[src/rtl/axs_pkg.sv]
package axs_pkg;

    // Register byte addresses on the Wishbone slave.
    localparam logic [7:0] AXS_ADR_ENV2 = 8'h00;
    localparam logic [7:0] AXS_ADR_ENV5 = 8'h04;
    localparam logic [7:0] AXS_ADR_MODE = 8'h08;
    localparam logic [7:0] AXS_ADR_CMD = 8'h0c;
    localparam logic [7:0] AXS_ADR_EXT_STS = 8'h10;
    localparam logic [7:0] AXS_ADR_IRQ_STS = 8'h14;
    localparam logic [7:0] AXS_ADR_IRQ_CLR = 8'h18;
    localparam logic [7:0] AXS_ADR_IRQ_EN = 8'h1c;

    // Register reset values.
    localparam logic [31:0] AXS_RST_WORD = 32'h0000_0000;

    // Field positions.
    localparam int AXS_SMODE_BIT = 29;
    localparam int AXS_SYO_LSB = 16;
    localparam int AXS_SYI_LSB = 20;
    localparam int AXS_MSY_LSB = 18;
    localparam int AXS_MAX_LSB = 20;
    localparam int AXS_CMD_START_BIT = 0;
    localparam int AXS_CMD_STOP_BIT = 1;

    // Output timing codes.
    localparam logic [3:0] AXS_SYO_CMP1 = 4'h1;
    localparam logic [3:0] AXS_SYO_CMP2 = 4'h2;
    localparam logic [3:0] AXS_SYO_CMP3 = 4'h3;
    localparam logic [3:0] AXS_SYO_CMP4 = 4'h4;
    localparam logic [3:0] AXS_SYO_CMP5 = 4'h5;
    localparam logic [3:0] AXS_SYO_ACC_START = 4'h8;
    localparam logic [3:0] AXS_SYO_ACC_DONE = 4'h9;
    localparam logic [3:0] AXS_SYO_DEC_START = 4'ha;
    localparam logic [3:0] AXS_SYO_DEC_DONE = 4'hb;

    // Input select, start method and stop axis codes.
    localparam logic [1:0] AXS_SYI_X = 2'h0;
    localparam logic [1:0] AXS_SYI_Y = 2'h1;
    localparam logic [1:0] AXS_MSY_SYNC = 2'h2;
    localparam logic [1:0] AXS_MSY_STOP = 2'h3;
    localparam logic [1:0] AXS_MAX_X = 2'h1;
    localparam logic [1:0] AXS_MAX_Y = 2'h2;
    localparam logic [1:0] AXS_MAX_XY = 2'h3;

    // Operation status codes.
    localparam logic [3:0] AXS_ST_IDLE = 4'h0;
    localparam logic [3:0] AXS_ST_RUN = 4'h1;
    localparam logic [3:0] AXS_ST_WSYNC = 4'h3;
    localparam logic [3:0] AXS_ST_WSTOP = 4'h4;

    // Interrupt cause layout: bits 4 to 12 are events, the rest read zero.
    localparam int AXS_IRQ_W = 13;
    localparam logic [12:0] AXS_IRQ_MASK = 13'h1ff0;

    // Motion and comparator events of this axis, one-cycle pulses.
    typedef struct packed {
        logic [4:0] cmp_hit;
        logic decel_done;
        logic decel_start;
        logic accel_done;
        logic accel_start;
    } axs_evt_t;

    // Levels and pulses seen from both axes of the controller.
    typedef struct packed {
        logic x_stopped;
        logic y_stopped;
        logic x_sync;
        logic y_sync;
    } axs_axes_t;

    typedef enum logic [1:0] {
        AXS_IDLE,
        AXS_WAIT_SYNC,
        AXS_WAIT_STOP,
        AXS_RUN
    } axs_state_t;

endpackage

[src/rtl/axs_irq.sv]
`timescale 1ns/1ps
`default_nettype none

// Sticky cause bits, write-one-to-clear, enable-gated level interrupt.
module axs_irq
    import axs_pkg::*;
#(
    parameter int WIDTH = AXS_IRQ_W
) (
    input wire logic clk_i,
    input wire logic rst_i,
    input wire logic [WIDTH-1:0] event_i,
    input wire logic [WIDTH-1:0] clear_i,
    input wire logic [WIDTH-1:0] enable_i,
    output logic [WIDTH-1:0] status_o,
    output logic irq_o
);

    // The cause layout needs every bit up to the last comparator.
    if (WIDTH < AXS_IRQ_W) begin : g_width_check
        $error("axs_irq: WIDTH too small for the cause layout.");
    end

    logic [WIDTH-1:0] status_ff;
    logic irq_ff;
    wire [WIDTH-1:0] nxt_status;
    wire nxt_irq;

    // A new event wins over a clear in the same cycle.
    assign nxt_status = (status_ff & ~clear_i) | event_i;
    // The line rises on the edge that latches the cause.
    assign nxt_irq = |(nxt_status & enable_i);

    // Cause and interrupt flip-flops.
    always_ff @(posedge clk_i) begin
        if (rst_i) begin
            status_ff <= '0;
            irq_ff <= 1'b0;
        end else begin
            status_ff <= nxt_status;
            irq_ff <= nxt_irq;
        end
    end

    assign status_o = status_ff;
    assign irq_o = irq_ff;

endmodule

`default_nettype wire

[src/rtl/axs_top.sv]
`timescale 1ns/1ps
`default_nettype none

module axs_top
    import axs_pkg::*;
#(
    parameter int ADDR_W = 8
) (
    input wire logic clk_i,
    input wire logic rst_i,
    input wire logic [ADDR_W-1:0] wb_adr_i,
    input wire logic [31:0] wb_dat_i,
    input wire logic [3:0] wb_sel_i,
    input wire logic wb_we_i,
    input wire logic wb_cyc_i,
    input wire logic wb_stb_i,
    output logic [31:0] wb_dat_o,
    output logic wb_ack_o,
    input wire axs_evt_t evt_i,
    input wire axs_axes_t axes_i,
    output logic run_o,
    output logic sync_o,
    output logic irq_o
);

    // The decoder needs room for every register address.
    if (ADDR_W < 8) begin : g_addr_check
        $error("axs_top: ADDR_W must be at least 8.");
    end

    // Byte-lane merge of a write into a stored word.
    function automatic logic [31:0] merge_lanes(
        input logic [31:0] old_word,
        input logic [31:0] new_word,
        input logic [3:0] sel
    );
        logic [31:0] res;
        res = old_word;
        for (int i = 0; i < 4; i++) begin
            if (sel[i]) begin
                res[i*8 +: 8] = new_word[i*8 +: 8];
            end
        end
        return res;
    endfunction

    // Selects the trigger of the internal sync pulse from the timing code.
    function automatic logic sync_trigger(
        input logic [3:0] code,
        input axs_evt_t ev
    );
        logic hit;
        hit = 1'b0;
        case (code)
            AXS_SYO_CMP1: hit = ev.cmp_hit[0];
            AXS_SYO_CMP2: hit = ev.cmp_hit[1];
            AXS_SYO_CMP3: hit = ev.cmp_hit[2];
            AXS_SYO_CMP4: hit = ev.cmp_hit[3];
            AXS_SYO_CMP5: hit = ev.cmp_hit[4];
            AXS_SYO_ACC_START: hit = ev.accel_start;
            AXS_SYO_ACC_DONE: hit = ev.accel_done;
            AXS_SYO_DEC_START: hit = ev.decel_start;
            AXS_SYO_DEC_DONE: hit = ev.decel_done;
            default: hit = 1'b0;
        endcase
        return hit;
    endfunction

    // Whether the monitored axis or axes are stopped for a stop code.
    function automatic logic stop_met(
        input logic [1:0] code,
        input axs_axes_t ax
    );
        logic met;
        met = 1'b0;
        case (code)
            AXS_MAX_X: met = ax.x_stopped;
            AXS_MAX_Y: met = ax.y_stopped;
            AXS_MAX_XY: met = ax.x_stopped & ax.y_stopped;
            default: met = 1'b0;
        endcase
        return met;
    endfunction

    // Software-visible storage.
    logic [31:0] env2_ff;
    logic [31:0] env5_ff;
    logic [31:0] mode_ff;
    logic [AXS_IRQ_W-1:0] irq_en_ff;
    logic [31:0] dat_ff;
    logic ack_ff;

    // Axis state and outputs.
    axs_state_t state_ff;
    axs_state_t nxt_state;
    logic run_ff;
    logic sync_ff;
    logic stop_prev_ff;

    // Interrupt block outputs.
    logic [AXS_IRQ_W-1:0] irq_sts;
    logic irq_line;

    // Bus request decode: a new request is taken while ack is low.
    wire req = wb_cyc_i & wb_stb_i & ~ack_ff;
    wire wr = req & wb_we_i;
    wire rd = req & ~wb_we_i;
    wire [7:0] adr = wb_adr_i[7:0];
    wire hi_ok = (ADDR_W == 8) ? 1'b1 : ~|(wb_adr_i >> 8);
    wire wr_env2 = wr & hi_ok & (adr == AXS_ADR_ENV2);
    wire wr_env5 = wr & hi_ok & (adr == AXS_ADR_ENV5);
    wire wr_mode = wr & hi_ok & (adr == AXS_ADR_MODE);
    wire wr_cmd = wr & hi_ok & (adr == AXS_ADR_CMD);
    wire wr_clr = wr & hi_ok & (adr == AXS_ADR_IRQ_CLR);
    wire wr_en = wr & hi_ok & (adr == AXS_ADR_IRQ_EN);

    // Merged write words.
    wire [31:0] env2_wr = merge_lanes(env2_ff, wb_dat_i, wb_sel_i);
    wire [31:0] env5_wr = merge_lanes(env5_ff, wb_dat_i, wb_sel_i);
    wire [31:0] mode_wr = merge_lanes(mode_ff, wb_dat_i, wb_sel_i);
    wire [31:0] en_old = {{(32 - AXS_IRQ_W){1'b0}}, irq_en_ff};
    wire [31:0] en_wr = merge_lanes(en_old, wb_dat_i, wb_sel_i);
    wire [31:0] clr_wr = merge_lanes(32'h0000_0000, wb_dat_i, wb_sel_i);

    // Command strobes, one cycle long, bits in the low byte lane.
    wire start_cmd = wr_cmd & wb_sel_i[0] & wb_dat_i[AXS_CMD_START_BIT];
    wire stop_cmd = wr_cmd & wb_sel_i[0] & wb_dat_i[AXS_CMD_STOP_BIT];

    // Clear pulses and enables confined to the cause layout.
    wire [AXS_IRQ_W-1:0] clr_bits = wr_clr ?
        (clr_wr[AXS_IRQ_W-1:0] & AXS_IRQ_MASK) : '0;
    wire [AXS_IRQ_W-1:0] nxt_irq_en = wr_en ?
        (en_wr[AXS_IRQ_W-1:0] & AXS_IRQ_MASK) : irq_en_ff;

    // Configuration fields.
    wire enhanced = env2_ff[AXS_SMODE_BIT];
    wire [3:0] syo_code = env5_ff[AXS_SYO_LSB +: 4];
    wire [1:0] syi_code = env5_ff[AXS_SYI_LSB +: 2];
    wire [1:0] msy_code = mode_ff[AXS_MSY_LSB +: 2];
    wire [1:0] max_code = mode_ff[AXS_MAX_LSB +: 2];

    // Selected incoming sync pulse; other codes listen to nothing.
    wire sync_in = (syi_code == AXS_SYI_X) ? axes_i.x_sync :
        (syi_code == AXS_SYI_Y) ? axes_i.y_sync : 1'b0;

    // Stop condition: legacy takes the stopped level, enhanced needs
    // the monitored axes to come to a stop while this axis waits.
    wire stop_now = stop_met(max_code, axes_i);
    wire stop_edge = stop_now & ~stop_prev_ff;
    wire stop_cond = enhanced ? stop_edge : stop_now;

    // Internal sync pulse of this axis.
    wire nxt_sync = sync_trigger(syo_code, evt_i);

    // Event vector in the cause-enable layout.
    wire [AXS_IRQ_W-1:0] evt_vec = {
        evt_i.cmp_hit,
        evt_i.decel_done,
        evt_i.decel_start,
        evt_i.accel_done,
        evt_i.accel_start,
        4'h0
    };

    // Start sequencing.
    always_comb begin
        nxt_state = state_ff;
        case (state_ff)
            AXS_IDLE: begin
                if (start_cmd) begin
                    case (msy_code)
                        AXS_MSY_SYNC: nxt_state = AXS_WAIT_SYNC;
                        AXS_MSY_STOP: nxt_state = AXS_WAIT_STOP;
                        default: nxt_state = AXS_RUN;
                    endcase
                end
            end
            AXS_WAIT_SYNC: begin
                if (stop_cmd) begin
                    nxt_state = AXS_IDLE;
                end else if (sync_in) begin
                    nxt_state = AXS_RUN;
                end
            end
            AXS_WAIT_STOP: begin
                if (stop_cmd) begin
                    nxt_state = AXS_IDLE;
                end else if (stop_cond) begin
                    nxt_state = AXS_RUN;
                end
            end
            AXS_RUN: begin
                if (stop_cmd | evt_i.decel_done) begin
                    nxt_state = AXS_IDLE;
                end
            end
            default: nxt_state = AXS_IDLE;
        endcase
    end

    // Operation status field shown to software.
    wire [3:0] op_status = (state_ff == AXS_WAIT_SYNC) ? AXS_ST_WSYNC :
        (state_ff == AXS_WAIT_STOP) ? AXS_ST_WSTOP :
        (state_ff == AXS_RUN) ? AXS_ST_RUN : AXS_ST_IDLE;

    // Read data; write-only and unmapped addresses read as zero.
    wire [31:0] rd_data =
        (hi_ok & (adr == AXS_ADR_EXT_STS)) ? {28'h0000000, op_status} :
        (hi_ok & (adr == AXS_ADR_IRQ_STS)) ?
            {{(32 - AXS_IRQ_W){1'b0}}, irq_sts} :
        32'h0000_0000;

    // Configuration registers.
    always_ff @(posedge clk_i) begin
        if (rst_i) begin
            env2_ff <= AXS_RST_WORD;
            env5_ff <= AXS_RST_WORD;
            mode_ff <= AXS_RST_WORD;
            irq_en_ff <= '0;
        end else begin
            env2_ff <= wr_env2 ? env2_wr : env2_ff;
            env5_ff <= wr_env5 ? env5_wr : env5_ff;
            mode_ff <= wr_mode ? mode_wr : mode_ff;
            irq_en_ff <= nxt_irq_en;
        end
    end

    // Bus answer: ack one cycle after the request, dropped after one.
    always_ff @(posedge clk_i) begin
        if (rst_i) begin
            ack_ff <= 1'b0;
            dat_ff <= AXS_RST_WORD;
        end else begin
            ack_ff <= req;
            dat_ff <= rd ? rd_data : dat_ff;
        end
    end

    // Axis state, run level and emitted sync pulse.
    always_ff @(posedge clk_i) begin
        if (rst_i) begin
            state_ff <= AXS_IDLE;
            run_ff <= 1'b0;
            sync_ff <= 1'b0;
            stop_prev_ff <= 1'b0;
        end else begin
            state_ff <= nxt_state;
            run_ff <= (nxt_state == AXS_RUN);
            sync_ff <= nxt_sync;
            stop_prev_ff <= stop_now;
        end
    end

    // Sticky event causes and the level interrupt.
    axs_irq #(
        .WIDTH(AXS_IRQ_W)
    ) u_irq (
        .clk_i(clk_i),
        .rst_i(rst_i),
        .event_i(evt_vec),
        .clear_i(clr_bits),
        .enable_i(irq_en_ff),
        .status_o(irq_sts),
        .irq_o(irq_line)
    );

    // Outputs, all straight from flip-flops.
    assign wb_dat_o = dat_ff;
    assign wb_ack_o = ack_ff;
    assign run_o = run_ff;
    assign sync_o = sync_ff;
    assign irq_o = irq_line;

endmodule

`default_nettype wire

[config.mk]
export PLATFORM = sky130hd
export DESIGN_NAME = axs_top
export DESIGN_NICKNAME = d
export VERILOG_FILES = /design/src/rtl/axs_pkg.sv /design/src/rtl/axs_irq.sv /design/src/rtl/axs_top.sv
export SDC_FILE = /design/constraint.sdc
export NUM_CORES = 1
export LEC_CHECK = 0
export BUFFER_PORTS_ARGS = -buffer_cell sky130_fd_sc_hd__buf_2
export CAP_MARGIN = 20
export CELL_PAD_IN_SITES_DETAIL_PLACEMENT = 0
export CELL_PAD_IN_SITES_GLOBAL_PLACEMENT = 2
export CORE_MARGIN = 2
export CORE_UTILIZATION = 28
export DETAILED_ROUTE_END_ITERATION = 8
export PLACE_DENSITY_LB_ADDON = 0.25
export SLEW_MARGIN = 20
export SYNTH_ARGS = -nofsm -noshare
export SYNTH_HDL_FRONTEND = slang
export SYNTH_HIERARCHICAL = 1
export SYNTH_SLANG_ARGS = --single-unit
[constraint.sdc]
create_clock -name clk_i -period 3.3 [get_ports clk_i]
set_input_delay 0.99 -clock clk_i [delete_from_list [all_inputs] [get_ports clk_i]]
set_output_delay 0.99 -clock clk_i [all_outputs]
set_load 0.01 [all_outputs]
==> results.sh <==
export IMPL_seq_area_frac_synth_pct=40.73
export IMPL_die_h_microns=100.5
export IMPL_dp_cells=479
export IMPL_fin_setup_tns_ns=0
export IMPL_worst_path_max_delay_cell="or4_4"
export IMPL_grt_max_degree=36
export IMPL_fin_skew_ns=0.01315
export IMPL_maxSlewHeadroom_pct=54.69
export IMPL_htree_levels=2
export IMPL_die_area_sq_um=10090
export IMPL_holdPathStages=1
export IMPL_rows=35
export IMPL_post_route_util_pct=34.14
export IMPL_grt_util_all_layers_pct=14.13
export IMPL_path_class="input pin to register"
export IMPL_cap_violations=0
export IMPL_postSynthCellCount=295
export IMPL_grt_setup_unrepaired="no"
export IMPL_start_kind="input pin"
export IMPL_drive_gt1_share_pct=26.86
export IMPL_tightest_slew_ns=0.6796
export IMPL_start_util_pct=28.46
export IMPL_hp_class="register to register"
export IMPL_combPwrFrac_pct=10.8
export IMPL_synth_top_area_cell="dfxtp_1"
export IMPL_vias_per_cell=4.552
export IMPL_io_buffers=64
export IMPL_grt_pass1_wl_microns=10980
export IMPL_core_sq_um=9153
export IMPL_dr_first_iter_drc_count=72
export IMPL_synth_enable_flop_cells=0
export IMPL_internal_power_uw=849.6
export IMPL_cp_cell_sequence="buf_2, or2_2, or4_4, nor4_4, and2_1, inv_2, a21oi_2, o221ai_1, nor2_1, a41oi_2"
export IMPL_wl_microns=6894
export IMPL_p_leak_uw=0.001342
export IMPL_wl_met2_microns=3306
export IMPL_yosys_warnings=6
export IMPL_antenna_found_initial=0
export IMPL_dp_hpwl_microns=5213
export IMPL_swShare_pct=26.22
export IMPL_reg2reg_to="u_irq/irq_o"
export IMPL_post_cts_buffers=0
export IMPL_postSynthAreaPerCell_sq_um=8.831
export IMPL_fin_crit_sh_pct=86.56
export IMPL_hold_end="wb_ack_o"
export IMPL_path_delay_family="simple AND/OR/NAND/NOR gates"
export IMPL_antenna_left=0
export IMPL_wl_met1_microns=3239
export IMPL_r2r_cells=9
export IMPL_final_hold_violation_count=0
export IMPL_insertion_delay_ns=0.31
export IMPL_cts_sinks=53
export IMPL_p_seq_share_pct=57.2
export IMPL_path_buf_inv=2
export IMPL_synth_area_sq_um=2605
export IMPL_vias=2217
export IMPL_gp_congestion=0.7702
export IMPL_cts_tree="built"
export IMPL_die_w_microns=100.5
export IMPL_hold_buffers=0
export IMPL_clkTransAtPathRegs_ns=0.11
export IMPL_ios=98
export IMPL_critPathRequiredTime_ns=3.49
export IMPL_diodes=0
export IMPL_status="complete, no violations"
export IMPL_end_kind="register"
export IMPL_synthFlopType="dfxtp_1"
export IMPL_ctsLongestPathBuffers=2
export IMPL_drv_slew=0
export IMPL_first_global_vias=2161
export IMPL_period_minus_slack_ns=2.857
export IMPL_crit_path_max_incr_delay_ns=0.45
export IMPL_routedWlPerCell_microns=14.16
export IMPL_fin_nets=437
export IMPL_p_clk_share_pct=32.0
export IMPL_dr_pass1_iters=6
export IMPL_area_growth_pct=19.93
export IMPL_synth_distinct_cells=52
export IMPL_p_switching_uw=301.9
export IMPL_path_max_fanout=5
export IMPL_route_detailed_drc=0
export IMPL_dr_wl_met3_microns=315
export IMPL_cts_resized=0
export IMPL_async_flop_share_pct=0
export IMPL_grt_ovfl_total=0
export IMPL_ir_drop_mv=0.1557
export IMPL_critical_path_arrival_ns=3.05
export IMPL_p_per_area_nw_per_um2=368.6
export IMPL_fmax_ghz=0.3501
export IMPL_netlist_top_cells_area="dfxtp_1 41%, mux2i_1 5.8%, buf_4 5.5%"
export IMPL_final_cells=487
export IMPL_top_layer_used="met4"
export IMPL_numCtsBuffers=5
export IMPL_synth_top_cell_area_share_pct=40.73
export IMPL_r2r_start="wb_ack_o"
export IMPL_r2r_slack_ns=1.25
export IMPL_setup_violations=0
export IMPL_ys_seq_elements=53
export IMPL_cts_root_buf="clkbuf_8"
export IMPL_hp_start="wb_ack_o"
[placed cells by master (no fill, tap or decap), types with 5 or more instances in the layout]
cell type  count
conb_1        33
buf_2         64
a21oi_1       20
a22oi_1       11
nand4_1        7
and2_1        10
nand3_1       13
mux2i_1       15
dfxtp_1       53
clkbuf_8       5
o21ai_0       10
a21oi_2        5
inv_1         12
nand2b_1       8
buf_4          8
nand2_1       10
nor2_1        36
[power by group through the flow]
stage	sequential [uW]	combinational (uW)	clock, uW
global placement	674	125	0
finish	659	124	368
detailed placement	674	125	0
floorplan	673	81.2	0
CTS	659	126	387
global route	661	140	409
[kinds of logic (layout without fill, tap and decap cells)]
logic type             after synthesis  count (layout)  share of synthesized area (%)
multiplexers                        18              18                          7.493
buffers and inverters               47              96                          10.23
flip-flops                          53              53                          40.73
AND/OR/NAND/NOR                    112             112                          24.88
other                                1              33                         0.1440
AO/OA/AOI/OAI                       64              64                          16.52
[sequential cells by signal, indices dropped and copies added, names as in the netlist]
name / cells
env2_ff: 1
env5_ff: 6
irq_en_ff: 9
mode_ff: 4
run_o: 1
state_ff: 2
stop_prev_ff: 1
sync_o: 1
u_irq/irq_o: 1
u_irq/status_o: 13
wb_ack_o: 1
wb_dat_o: 13
[cell usage after synthesis (all sizes together) (3+ instances only)]
cell,instances
buf,25
dfxtp,53
o21ba,4
nand2b,8
nand2,10
nand3,13
and2,10
clkbuf,6
a22oi,11
nor3b,3
o21ai,14
nor2b,5
mux2i,15
or3,3
nand4,7
nor2,36
a21oi,25
inv,15
[worst max path at each step]
stage,startpoint,to,slack [ns],cells after the start
floorplan,wb_adr_i[1],u_irq/irq_o,0.50,9
detailed placement,wb_adr_i[1],u_irq/irq_o,0.09,10
global route,wb_adr_i[1],u_irq/irq_o,0.33,10
global placement,wb_adr_i[1],u_irq/irq_o,0.09,10
finish,wb_adr_i[1],u_irq/irq_o,0.44,10
CTS,wb_adr_i[1],u_irq/irq_o,0.43,10
[worst register-to-register path, delay by kind of cell (launching register included)]
family          cells  cell delay, ns
compound gates      3            0.43
buf+inv             1            0.04
simple gates        5            1.13
flops               1            0.34
[per-layer routing]
metal	vias up	global-route usage (%)
met5	-	0
met4	0	2.845
met3	2	2.705
met2	52	24.26
met1	1023	18.56
li1	1140	-
[metrics by stage]
step                      hold WS, ns  power [uW]  cell area (sq um)  worst slack [ns]
final                          0.4582        1152               3124            0.4435
after global routing           0.4917        1209               3124            0.3267
after CTS                      0.4654        1172               3124            0.4338
after detailed placement       0.4473       799.3               3038           0.09015
after global placement         0.4423       799.1               3038           0.09178
after floorplan                0.4482       754.0               2725            0.4970
[area by class of cell]
| class | instances | area (sq um) |
|---|---|---|
| well taps | 111 | 138.9 |
| multi-input cells | 227 | 1398 |
| repair buffers | 72 | 380.4 |
| fillers | 996 | 6028 |
| clock inverters | 3 | 17.52 |
| flip-flops and latches | 53 | 1061 |
| clock buffers | 5 | 68.82 |
| inverters | 16 | 60.06 |
Note: power is estimated with default switching activity, not from simulation.
